### src/verilog/strap_latch_defines.svh
// Purpose: Constants for the strap latch and memory pin multiplexer.
// Assumes: Included by bare name from design files.
// Notes:   Bit positions refer to the latched strap word.
`ifndef STRAP_LATCH_DEFINES_SVH
`define STRAP_LATCH_DEFINES_SVH
`define STRAP_W          7
`define STRAP_TYPE_BIT   0
`define STRAP_SIZE0_BIT  1
`define STRAP_SIZE1_BIT  2
`define STRAP_IND_BIT    3
`define STRAP_PHY_BIT    4
`define STRAP_MDIX1_BIT  5
`define STRAP_MDIX2_BIT  6
`define STRAP_RESET_VAL  7'h00
`define PHY_ADDR_W       5
`define PHY_VIRT_BASE    5'h00
`define PHY_PORT1_BASE   5'h01
`define PHY_PORT2_BASE   5'h02
`define IND_PIN_COUNT    8
`endif

### src/verilog/strap_latch_pkg.sv
// Purpose: Types for the strap latch.
// Assumes: Nothing.
// Notes:   Memory type encoding follows the type strap level.
package strap_latch_pkg;
   typedef enum logic {MEM_WIRE3 = 1'b0, MEM_I2C = 1'b1} mem_type_t;
   typedef enum logic [1:0] {ST_POR, ST_HOLD_RESET, ST_RUN} latch_state_t;
endpackage

### src/verilog/strap_sync.sv
// Purpose: Two-flop synchroniser for a group of level inputs.
// Assumes: Inputs are asynchronous to sys_clk.
// Notes:   The first stage is read only by the second.
`timescale 1ns/1ps
`default_nettype none
module strap_sync #(parameter int W = 1)
(
   input  wire logic         sys_clk,
   input  wire logic         rst,
   input  wire logic [W-1:0] async_in,
   output logic      [W-1:0] sync_out
);
   typedef struct packed
   {
      logic [W-1:0] meta;
      logic [W-1:0] stable;
   } sync_state_t;

   sync_state_t state;
   sync_state_t next_state;

   // Shift each bit through two stages.
   always_comb
   begin
      next_state.meta   = async_in;
      next_state.stable = state.meta;
      if (rst)
      begin
         next_state = '0;
      end
   end

   // Register the copy.
   always_ff @(posedge sys_clk)
   begin
      state <= next_state;
   end

   assign sync_out = state.stable;
endmodule
`default_nettype wire

### src/verilog/strap_latch_eeprom_pinmux.sv
// Purpose: Latches configuration straps and steers the memory pins.
// Assumes: sys_clk at 200 MHz; straps held stable around reset release.
// Notes:   Strap pins shared with memory outputs are sampled while the
//          block holds the output enables off.
// Operation
// - Three-wire mode drives the serial clock onto its dedicated pin.
// - I2C mode uses the clock pin open-drain, never driving it high.
// - Chip select driven in three-wire mode, held low in I2C mode.
// - Size bit one comes from strap one, ignored in I2C mode.
// - Size bit zero comes from strap zero, shared with chip select.
// - Straps sampled at power-on and external reset release, then held.
// - Memory loader may later replace chosen latched strap values.
`timescale 1ns/1ps
`default_nettype none
`include "strap_latch_defines.svh"
module strap_latch_eeprom_pinmux
(
   input  wire logic                    sys_clk,
   input  wire logic                    rst,
   input  wire logic                    external_reset_n,
   input  wire logic                    mem_type_strap,
   input  wire logic                    size1_strap,
   input  wire logic                    wire3_chip_select_in,
   input  wire logic                    indicator_enable_strap,
   input  wire logic                    phy_base_select_strap,
   input  wire logic                    port1_crossover_strap,
   input  wire logic                    port2_crossover_strap,
   input  wire logic                    loader_override,
   input  wire logic [`STRAP_W-1:0]     loader_mask,
   input  wire logic [`STRAP_W-1:0]     loader_value,
   input  wire logic                    ctl_serial_clock,
   input  wire logic                    ctl_chip_select,
   input  wire logic                    ctl_i2c_clock_low,
   output logic                         wire3_serial_clock_out,
   output logic                         wire3_chip_select_out,
   output logic                         wire3_chip_select_oe_n,
   input  wire logic                    i2c_cfg_mem_clock_in,
   output logic                         i2c_cfg_mem_clock_out,
   output logic                         i2c_cfg_mem_clock_oe_n,
   output logic                         i2c_clock_sensed,
   output logic                         straps_valid,
   output logic                         mem_is_i2c,
   output logic [1:0]                   mem_size_sel,
   output logic [`IND_PIN_COUNT-1:0]    indicator_config_reg,
   output logic [`PHY_ADDR_W-1:0]       phy_addr_virtual,
   output logic [`PHY_ADDR_W-1:0]       phy_addr_port1,
   output logic [`PHY_ADDR_W-1:0]       phy_addr_port2,
   output logic                         port1_crossover_en,
   output logic                         port2_crossover_en
);
   localparam int NSYNC = `STRAP_W + 2;

   typedef struct packed
   {
      strap_latch_pkg::latch_state_t fsm;
      logic [`STRAP_W-1:0]           straps;
      logic                          valid;
      logic                          out_clk;
      logic                          out_cs;
      logic                          i2c_low;
   } top_state_t;

   top_state_t       state;
   top_state_t       next_state;
   logic [NSYNC-1:0] raw_pins;
   logic [NSYNC-1:0] sync_pins;
   logic [`STRAP_W-1:0] sampled;
   logic             ext_rst_n_s;
   logic             scl_s;
   logic             is_i2c;

   // Adds the PHY strap bit to a fixed base.
   function automatic logic [`PHY_ADDR_W-1:0] phy_addr
   (
      input logic [`PHY_ADDR_W-1:0] base,
      input logic                   sel
   );
      phy_addr = base + {{(`PHY_ADDR_W-1){1'b0}}, sel};
   endfunction

   // All pins arrive from the board, so they pass two flops first.
   assign raw_pins = {i2c_cfg_mem_clock_in, external_reset_n,
                      port2_crossover_strap, port1_crossover_strap,
                      phy_base_select_strap, indicator_enable_strap,
                      size1_strap, wire3_chip_select_in, mem_type_strap};

   strap_sync #(.W(NSYNC)) u_sync
   (
      .sys_clk  (sys_clk),
      .rst      (rst),
      .async_in (raw_pins),
      .sync_out (sync_pins)
   );

   assign sampled     = sync_pins[`STRAP_W-1:0];
   assign ext_rst_n_s = sync_pins[`STRAP_W];
   assign scl_s       = sync_pins[`STRAP_W+1];
   assign is_i2c      = state.straps[`STRAP_TYPE_BIT];

   // Sample after power-on, and again when external reset releases;
   // the synchroniser needs two edges, so sampling waits one extra.
   always_comb
   begin
      next_state         = state;
      next_state.out_clk = 1'b0;
      next_state.out_cs  = 1'b0;
      next_state.i2c_low = 1'b0;
      case (state.fsm)
         strap_latch_pkg::ST_POR:
         begin
            if (!ext_rst_n_s)
            begin
               next_state.fsm = strap_latch_pkg::ST_HOLD_RESET;
            end
            else
            begin
               next_state.straps = sampled;
               next_state.valid  = 1'b1;
               next_state.fsm    = strap_latch_pkg::ST_RUN;
            end
         end
         strap_latch_pkg::ST_HOLD_RESET:
         begin
            next_state.valid = 1'b0;
            if (ext_rst_n_s)
            begin
               next_state.straps = sampled;
               next_state.valid  = 1'b1;
               next_state.fsm    = strap_latch_pkg::ST_RUN;
            end
         end
         strap_latch_pkg::ST_RUN:
         begin
            if (!ext_rst_n_s)
            begin
               next_state.valid = 1'b0;
               next_state.fsm   = strap_latch_pkg::ST_HOLD_RESET;
            end
            else
            begin
               if (loader_override)
               begin
                  next_state.straps = (state.straps & ~loader_mask)
                                    | (loader_value & loader_mask);
               end
               // Steer by the mode that holds next cycle, so an override
               // that changes the memory type never leaks a stale strobe.
               if (next_state.straps[`STRAP_TYPE_BIT])
               begin
                  next_state.i2c_low = ctl_i2c_clock_low;
               end
               else
               begin
                  next_state.out_clk = ctl_serial_clock;
                  next_state.out_cs  = ctl_chip_select;
               end
            end
         end
         default:
         begin
            next_state.fsm = strap_latch_pkg::ST_POR;
         end
      endcase
      if (rst)
      begin
         next_state        = '0;
         next_state.fsm    = strap_latch_pkg::ST_POR;
         next_state.straps = `STRAP_RESET_VAL;
      end
   end

   // Register the copy.
   always_ff @(posedge sys_clk)
   begin
      state <= next_state;
   end

   // Chip select pin floats until straps are valid so its strap reads.
   assign wire3_serial_clock_out = state.out_clk;
   assign wire3_chip_select_out  = state.out_cs;
   assign wire3_chip_select_oe_n = ~state.valid;
   // Open drain: output level is always low, only the enable moves.
   assign i2c_cfg_mem_clock_out  = 1'b0;
   assign i2c_cfg_mem_clock_oe_n = ~state.i2c_low;
   assign i2c_clock_sensed       = scl_s;

   assign straps_valid = state.valid;
   assign mem_is_i2c   = is_i2c;
   assign mem_size_sel = {state.straps[`STRAP_SIZE1_BIT] & ~is_i2c,
                          state.straps[`STRAP_SIZE0_BIT]};
   assign indicator_config_reg =
      {`IND_PIN_COUNT{state.straps[`STRAP_IND_BIT]}};
   assign phy_addr_virtual = phy_addr(`PHY_VIRT_BASE,
                                      state.straps[`STRAP_PHY_BIT]);
   assign phy_addr_port1   = phy_addr(`PHY_PORT1_BASE,
                                      state.straps[`STRAP_PHY_BIT]);
   assign phy_addr_port2   = phy_addr(`PHY_PORT2_BASE,
                                      state.straps[`STRAP_PHY_BIT]);
   assign port1_crossover_en = state.straps[`STRAP_MDIX1_BIT];
   assign port2_crossover_en = state.straps[`STRAP_MDIX2_BIT];

   // The clock pin is only ever pulled low, and only in I2C mode.
   chk_i2c_never_high: assert property (
      @(posedge sys_clk) disable iff (rst)
      !i2c_cfg_mem_clock_oe_n |-> is_i2c && !i2c_cfg_mem_clock_out)
      else $error("I2C clock pulled outside I2C mode or driven high.");
   chk_cs_low_i2c: assert property (
      @(posedge sys_clk) disable iff (rst)
      is_i2c |-> !wire3_chip_select_out)
      else $error("Chip select not low in I2C mode.");
   chk_clk_follows_ctl: assert property (
      @(posedge sys_clk) disable iff (rst)
      (state.fsm == strap_latch_pkg::ST_RUN && ext_rst_n_s && !is_i2c
       && !loader_override)
      |=> wire3_serial_clock_out == $past(ctl_serial_clock))
      else $error("Serial clock not forwarded.");
   chk_size1_ignored: assert property (
      @(posedge sys_clk) disable iff (rst)
      is_i2c |-> !mem_size_sel[1])
      else $error("Size bit one used in I2C mode.");
   // Size bit zero comes from the shared pin, sampled while released.
   chk_size0_source: assert property (
      @(posedge sys_clk) disable iff (rst)
      $rose(straps_valid)
      |-> mem_size_sel[0] == $past(sampled[`STRAP_SIZE0_BIT])
          && $past(wire3_chip_select_oe_n, 2))
      else $error("Size bit zero wrong.");
   chk_latch_release: assert property (
      @(posedge sys_clk) disable iff (rst)
      (state.fsm == strap_latch_pkg::ST_HOLD_RESET && ext_rst_n_s)
      |=> straps_valid && state.straps == $past(sampled))
      else $error("Straps not sampled at release.");
   chk_straps_hold: assert property (
      @(posedge sys_clk) disable iff (rst)
      ($past(state.fsm) == strap_latch_pkg::ST_RUN
       && state.fsm == strap_latch_pkg::ST_RUN && !$past(loader_override))
      |-> $stable(state.straps))
      else $error("Straps changed without event.");
   chk_loader_write: assert property (
      @(posedge sys_clk) disable iff (rst)
      (state.fsm == strap_latch_pkg::ST_RUN && ext_rst_n_s && loader_override)
      |=> ((state.straps & $past(loader_mask))
           == ($past(loader_value) & $past(loader_mask))))
      else $error("Loader override lost.");
   // The indicator default follows the strap pin as it was sampled.
   chk_ind_default: assert property (
      @(posedge sys_clk) disable iff (rst)
      $rose(straps_valid)
      |-> indicator_config_reg
          == {`IND_PIN_COUNT{$past(sampled[`STRAP_IND_BIT])}})
      else $error("Indicator default wrong.");
   chk_phy_spacing: assert property (
      @(posedge sys_clk) disable iff (rst)
      phy_addr_port2 == phy_addr_virtual + 5'h02
      && phy_addr_port1 == phy_addr_virtual + 5'h01
      && phy_addr_virtual == {4'h0, state.straps[`STRAP_PHY_BIT]})
      else $error("PHY addresses wrong.");
   chk_mdix_source: assert property (
      @(posedge sys_clk) disable iff (rst)
      {port2_crossover_en, port1_crossover_en}
      == state.straps[`STRAP_MDIX2_BIT:`STRAP_MDIX1_BIT])
      else $error("Crossover enable wrong.");
endmodule
`default_nettype wire

### config.mk
export PLATFORM = sky130hd
export DESIGN_NAME = strap_latch_eeprom_pinmux
export DESIGN_NICKNAME = d
export VERILOG_FILES = /design/src/verilog/strap_latch_pkg.sv /design/src/verilog/strap_sync.sv /design/src/verilog/strap_latch_eeprom_pinmux.sv
export VERILOG_INCLUDE_DIRS = /design/src /design/src/verilog
export SDC_FILE = /design/constraint.sdc
export NUM_CORES = 1
export LEC_CHECK = 0
export ABC_CLOCK_PERIOD_IN_PS = 2680
export BUFFER_PORTS_ARGS = -buffer_cell sky130_fd_sc_hd__buf_2
export CORE_MARGIN = 2
export CORE_UTILIZATION = 32
export CTS_CLUSTER_SIZE = 25
export DETAILED_ROUTE_END_ITERATION = 8
export GPL_TIMING_DRIVEN = 0
export PLACE_DENSITY_LB_ADDON = 0.3
export SKIP_CTS_REPAIR_TIMING = 1
export SYNTH_ARGS = -nofsm -noshare
export SYNTH_HDL_FRONTEND = slang
export SYNTH_SLANG_ARGS = --single-unit
### constraint.sdc
create_clock -name sys_clk -period 2.68 [get_ports sys_clk]
set_input_delay 0.536 -clock sys_clk [delete_from_list [all_inputs] [get_ports sys_clk]]
set_output_delay 0.536 -clock sys_clk [all_outputs]
set_load 0.05 [all_outputs]
==> results of run 1 <==
## synthesized netlist by cell type, types with 2 or more instances
cell type   n
mux2_2      7
nand2_1     3
dfxtp_1    31
a211oi_1   12
a22oi_1     6
and3b_1     2
and3_1      4
clkbuf_1    3
buf_1       2
nor2b_1    19
a21oi_1     4
o211ai_1    2
inv_1       7
nor2_1      4
ha_1        6
buf_4      24
conb_1      2
## worst min path at each step
stage,to,start,depth (start not counted)
6_report,u_sync.sync_out[2]$_SDFF_PP0_,u_sync.state[11]$_SDFF_PP0_,1
5_1_grt,u_sync.state[13]$_SDFF_PP0_,phy_base_select_strap,2
4_1_cts,u_sync.sync_out[1]$_SDFF_PP0_,u_sync.state[10]$_SDFF_PP0_,1
3_5_place_dp,u_sync.sync_out[0]$_SDFF_PP0_,u_sync.state[9]$_SDFF_PP0_,1
3_3_place_gp,u_sync.sync_out[8]$_SDFF_PP0_,u_sync.state[17]$_SDFF_PP0_,1
2_1_floorplan,u_sync.sync_out[0]$_SDFF_PP0_,u_sync.state[9]$_SDFF_PP0_,1
## layout make-up
class	instances	area, sq um	area share
Clock buffer	5	68.8	0.0351
Timing Repair Buffer	50	250	0.128
Inverter	7	26.3	0.0134
Buffer	30	204	0.104
Clock inverter	3	43.8	0.0224
Multi-Input combinational cell	94	679	0.347
Tap cell	52	65.1	0.0332
Sequential cell	31	621	0.317
## power by group through the flow
stage | Clock (mW) | Sequential [mW] | Combinational [mW]
after CTS | 0.463 | 0.532 | 0.519
after detailed placement | 0 | 0.543 | 0.517
final | 0.454 | 0.531 | 0.517
after global routing | 0.490 | 0.538 | 0.549
after global placement | 0 | 0.541 | 0.513
after floorplan | 0 | 0.573 | 0.384
## critical path, cell delays in order, from the launching register on
cell and delay [ns]:
dfxtp_1 0.43, inv_1 0.11, ha_1 0.30, or3_4 0.45, a221oi_1 0.35, a221oi_2 0.09
## kinds of logic (layout without fill, tap and decap cells)
| family | Yosys count | after routing | share of synthesized area |
|---|---|---|---|
| AO/OA/AOI/OAI | 33 | 33 | 0.174 |
| flip-flops | 31 | 31 | 0.416 |
| other | 2 | 12 | 0.00503 |
| buffers and inverters | 37 | 95 | 0.154 |
| adder cells (fa/ha/maj) | 6 | 6 | 0.0503 |
| AND/OR/NAND/NOR | 36 | 36 | 0.148 |
| multiplexers | 7 | 7 | 0.0528 |
## layout by cell type (no fill, tap or decap), types with 2 or more instances in the layout
| master | netlist | layout |
|---|---|---|
| inv_1 | 7 | 7 |
| clkbuf_8 | 0 | 5 |
| a21oi_1 | 4 | 4 |
| nand2_1 | 3 | 3 |
| buf_4 | 24 | 24 |
| ha_1 | 6 | 6 |
| buf_2 | 1 | 51 |
| nor2_1 | 4 | 4 |
| mux2_2 | 7 | 7 |
| clkbuf_1 | 3 | 3 |
| buf_1 | 2 | 2 |
| dfxtp_1 | 31 | 31 |
| conb_1 | 2 | 12 |
| a211oi_1 | 12 | 12 |
| o211ai_1 | 2 | 2 |
| nor2b_1 | 19 | 19 |
| and3_1 | 4 | 4 |
| a22oi_1 | 6 | 6 |
| and3b_1 | 2 | 2 |
## metal layers
metal,wire length [um],up-vias
met4,17,0
li1,-,619
met1,1290,501
met2,1400,46
met3,209,3
met5,0,-
==> flow_metrics.py, run 1 <==
metrics = {
    "pwr": {
        "total_power_mw": 1.50,
        "internal_power_mw": 0.954,
        "netSwitchingFraction": 0.364,
        "combPwrFrac": 0.344,
        "pwr-share-seq": 0.353,
        "p_sw_mw": 0.547,
        "p_leak_nw": 0.945,
        "clock_power_share": 0.302,
        "power_density_nw_per_um2": 767,
        "vdd_drop_max_uv": 394,
    },
    "cts": {
        "clkSinkCount": 31,
        "cts_tree": "done",
        "clkSlewWorstSetupHoldPaths_ns": 0.07,
        "cts-root-buf": "clkbuf_8",
        "numCtsBuffers": 5,
        "htreeDepth": 2,
        "cts_max_path_buffers": 2,
        "clock_latency_ns": 0.28,
    },
    "global_route": {
        "grt.total_usage": 0.112,
        "grt-ovfl-total": 0,
        "grtUsageMet3": 0.0333,
        "grt_max_degree": 12,
        "grt_antenna_before_repair": 0,
        "top_usage_layer": "met2",
        "grt_pass1_vias": 1069,
        "grtUsageMet2": 0.191,
        "grt_pass1_wl_mm": 4.59,
        "use_met1": 0.134,
    },
    "sta": {
        "worst_slew_pin_slew_ns": 0.501,
        "relSlewSlack": 0.666,
        "setup_violations": 0,
        "holdWs_ns": 0.439,
        "drv_slew": 0,
        "fin_crit_sh": 0.698,
        "max_freq_mhz": 534,
        "hold_viol_final": 0,
        "finalCriticalPeriod_ns": 1.87,
        "grt_setup_unrepaired": "no",
        "fin_tns_setup_ns": 0,
        "setup_slack_ns": 0.809,
        "skew_ns": 0.00342,
    },
    "setup_path": {
        "r2r_end": "mem_is_i2c$_SDFFE_PP0P_",
        "path_class": "flop to flop",
        "regToRegSetupSlack_ns": 0.81,
        "arrival_ns": 2.02,
        "worstPathRequired_ns": 2.83,
        "rr_worst_depth": 5,
        "setup.worst_path.end": "mem_is_i2c$_SDFFE_PP0P_",
        "timing.rr.start": "state[11]$_SDFFE_PP0P_",
        "critPathLaunchType": "flop",
        "cp-end-kind": "flop",
        "setup.worst_path.start": "state[11]$_SDFFE_PP0P_",
        "critPathMaxFanout": 6,
    },
    "placed_design": {
        "placed_cell_area_sq_um": 1850,
        "gp_congestion": 0.812,
        "pre_cts_ws_ns": 0.824,
        "placedCellCount": 264,
        "port_buffers": 50,
        "hpwl_mm": 2.15,
    },
    "die": {
        "rows": 24,
        "fp.coreArea_sq_um": 4410,
        "fp.dieH_um": 72.3,
        "ios": 64,
        "die_w_um": 72.3,
        "start_util": 0.338,
        "dieArea_sq_um": 5230,
    },
    "routing": {
        "vias_per_cell": 4.30,
        "drc": 0,
        "vias": 1169,
        "routedWlPerCell_um": 10.7,
        "wirelength_mm": 2.91,
        "ant_nets": 0,
        "dr.pass1.iters": 4,
        "drtIter0Drc": 63,
    },
    "synthesis": {
        "ys.flop_type": "dfxtp_1",
        "synth_edf_count": 0,
        "synth.largest_area_cell": "dfxtp_1",
        "netlist_top_cells_area": "dfxtp_1 (42%), buf_4 (12%), nor2b_1 (8.0%)",
        "yosysWarnings": 0,
        "synth_cell_type_count": 31,
        "synth_top_area_share": 0.416,
        "syn_area_per_cell_sq_um": 9.82,
        "synthArstFlopShare": 0,
        "synth_area_sq_um": 1490,
        "yosysSeqAreaShare": 0.416,
        "ys_ff_latch": 31,
        "synthCells": 152,
    },
    "layout": {
        "fin_util": 0.444,
        "syn_to_final_growth_pct": 31.2,
        "final_cells": 272,
        "nFillCells": 445,
        "fin_nets": 254,
        "antennaDiodeCount": 0,
        "final_cell_area_sq_um": 1960,
        "final_layout_size_suffix_gt1_frac": 0.427,
    },
    "hold_path": {
        "min_path_type": "flop to flop",
    },
    "status": {
        "status": "finished clean",
    },
    "run": {
        "max_cap_viol_count": 0,
    },
}
(Power assumes the default switching activity.)
==> run 2: changes to the inputs <==
Settings changed: ABC_CLOCK_PERIOD_IN_PS 2680 to 1770.
Clock period 2.68 ns to 1.77 ns, I/O delays scaled along.
==> run 2 against run 1 <==
Worst setup slack worse by 0.71 ns; die area unchanged; combinational power increased by 53%; global-route usage stayed put; hold slack got worse by 0.16 ns; via count did not move; sequential power up 52%; register-to-register slack got worse by 0.71 ns; count of clock-buffer cells in the layout did not move; critical endpoint unchanged; highest routed layer unchanged.
==> flow_metrics.py, run 2 (same netlist as run 1, synthesis figures left out) <==
metrics = {
    "pwr": {
        "netSwitchingFraction": 0.364,
        "p_leak_nw": 0.941,
        "combPwrFrac": 0.346,
        "clock_power_share": 0.301,
        "pwr-share-seq": 0.353,
        "internal_power_mw": 1.45,
        "power_density_nw_per_um2": 1160,
        "vdd_drop_max_uv": 600,
        "p_sw_mw": 0.832,
    },
    "placed_design": {
        "port_buffers": 50,
        "gp_congestion": 0.812,
        "placedCellCount": 264,
        "hpwl_mm": 2.15,
        "placed_cell_area_sq_um": 1850,
    },
    "routing": {
        "drtIter0Drc": 68,
        "wl_met3_um": 195,
        "drc": 0,
        "wl_met2_mm": 1.44,
        "dr.pass1.iters": 4,
        "wirelength_mm": 2.94,
        "top_layer": "met4",
        "vias": 1169,
        "ant_nets": 0,
        "vias_per_cell": 4.31,
        "routedWlPerCell_um": 10.8,
        "drt-met1-wl_mm": 1.29,
    },
    "die": {
        "ios": 64,
        "rows": 24,
        "die_w_um": 72.3,
        "start_util": 0.338,
        "fp.coreArea_sq_um": 4410,
        "dieArea_sq_um": 5230,
        "fp.dieH_um": 72.3,
    },
    "global_route": {
        "grt_antenna_before_repair": 0,
        "grt_max_degree": 12,
        "grt_pass1_vias": 1069,
        "grt_pass1_wl_mm": 4.59,
        "grt-ovfl-total": 0,
        "grt.total_usage": 0.112,
    },
    "hold_path": {
        "holdPathStages": 2,
        "hold_path_end": "u_sync.state[9]$_SDFF_PP0_",
        "min-delay-start": "mem_type_strap",
        "min_path_type": "input port to flop",
    },
    "cts": {
        "clock_latency_ns": 0.28,
        "cts_tree": "done",
        "clkSinkCount": 31,
        "numCtsBuffers": 5,
        "htreeDepth": 2,
        "clkSlewWorstSetupHoldPaths_ns": 0.07,
        "cts-root-buf": "clkbuf_8",
        "cts_max_path_buffers": 2,
    },
    "layout": {
        "fin_nets": 253,
        "final_common_cell": "buf_2",
        "final_layout_size_suffix_gt1_frac": 0.452,
        "final_cell_area_sq_um": 1970,
        "antennaDiodeCount": 0,
        "syn_to_final_growth_pct": 31.9,
        "final_cells": 271,
        "final_cell_mix": "buf_2 (51), dfxtp_1 (29), buf_4 (24), nor2b_1 (19)",
        "fin_util": 0.446,
    },
    "sta": {
        "worst_slew_pin_slew_ns": 0.504,
        "skew_ns": 0.00135,
        "max_freq_mhz": 597,
        "relSlewSlack": 0.664,
        "hold_viol_final": 0,
        "setup_violations": 0,
        "holdWs_ns": 0.279,
        "grt_setup_unrepaired": "no",
        "drv_slew": 0,
        "finalCriticalPeriod_ns": 1.67,
        "fin_crit_sh": 0.946,
    },
    "setup_path": {
        "cp-end-kind": "flop",
        "timing.rr.start": "state[11]$_SDFFE_PP0P_",
        "path_class": "flop to flop",
        "regToRegSetupSlack_ns": 0.1,
        "r2r_end": "mem_is_i2c$_SDFFE_PP0P_",
        "worstPathRequired_ns": 1.97,
        "rr_worst_depth": 5,
        "arrival_ns": 1.87,
        "critPathMaxFanout": 6,
        "critPathLaunchType": "flop",
    },
    "run": {
        "max_cap_viol_count": 0,
    },
    "status": {
        "status": "finished clean",
    },
}
## run 2: cell types whose count changed in the layout (fill, tap and decap cells not counted), sizes merged
cell,delta
buf,-1
## run 2: metal layers
| metal | vias to the layer above | track usage |
|---|---|---|
| met2 | 41 | 0.191 |
| li1 | 618 | - |
| met4 | 0 | 0.0398 |
| met3 | 3 | 0.0333 |
| met1 | 507 | 0.134 |
| met5 | - | 0 |
## run 2: how the worst max path moves through the flow
stage	slack [ns]	endpoint	from	depth (start not counted)
finish	0.1	mem_is_i2c$_SDFFE_PP0P_	state[11]$_SDFFE_PP0P_	5
floorplan	0.1	mem_is_i2c$_SDFFE_PP0P_	state[11]$_SDFFE_PP0P_	5
CTS	-0.1	mem_is_i2c$_SDFFE_PP0P_	state[11]$_SDFFE_PP0P_	5
global route	0.03	mem_is_i2c$_SDFFE_PP0P_	state[11]$_SDFFE_PP0P_	5
global placement	-0.04	mem_is_i2c$_SDFFE_PP0P_	state[11]$_SDFFE_PP0P_	5
detailed placement	-0.09	mem_is_i2c$_SDFFE_PP0P_	state[11]$_SDFFE_PP0P_	5
## run 2: stage by stage
stage	total power, mW	TNS (ns)	worst slack, ns
2_1_floorplan	1.45	0	0.0996
3_3_place_gp	1.60	-0.0387	-0.0387
3_5_place_dp	1.60	-0.236	-0.0864
4_1_cts	2.29	-0.308	-0.0960
5_1_grt	2.40	0	0.0319
6_report	2.28	0	0.0957
## run 2: power groups by stage
stage	Combinational, mW	Sequential [mW]	Clock [mW]
finish	0.791	0.805	0.688
global placement	0.777	0.819	0
global route	0.842	0.816	0.742
CTS	0.785	0.806	0.701
floorplan	0.581	0.867	0
detailed placement	0.782	0.822	0
## run 2: worst max-delay path: stages (launching register included)
cell and delay, ns:
dfxtp_2 0.38, inv_1 0.10, ha_2 0.24, or3_4 0.44, a21o_1 0.20, a221oi_2 0.24
## run 2: final cells by class
class,instances,area [sq um]
Buffer,29,200
Clock buffer,5,68.8
Clock inverter,3,43.8
Fill cell,448,2450
Inverter,7,26.3
Multi-Input combinational cell,94,691
Sequential cell,31,623
Tap cell,52,65.1
Timing Repair Buffer,50,250
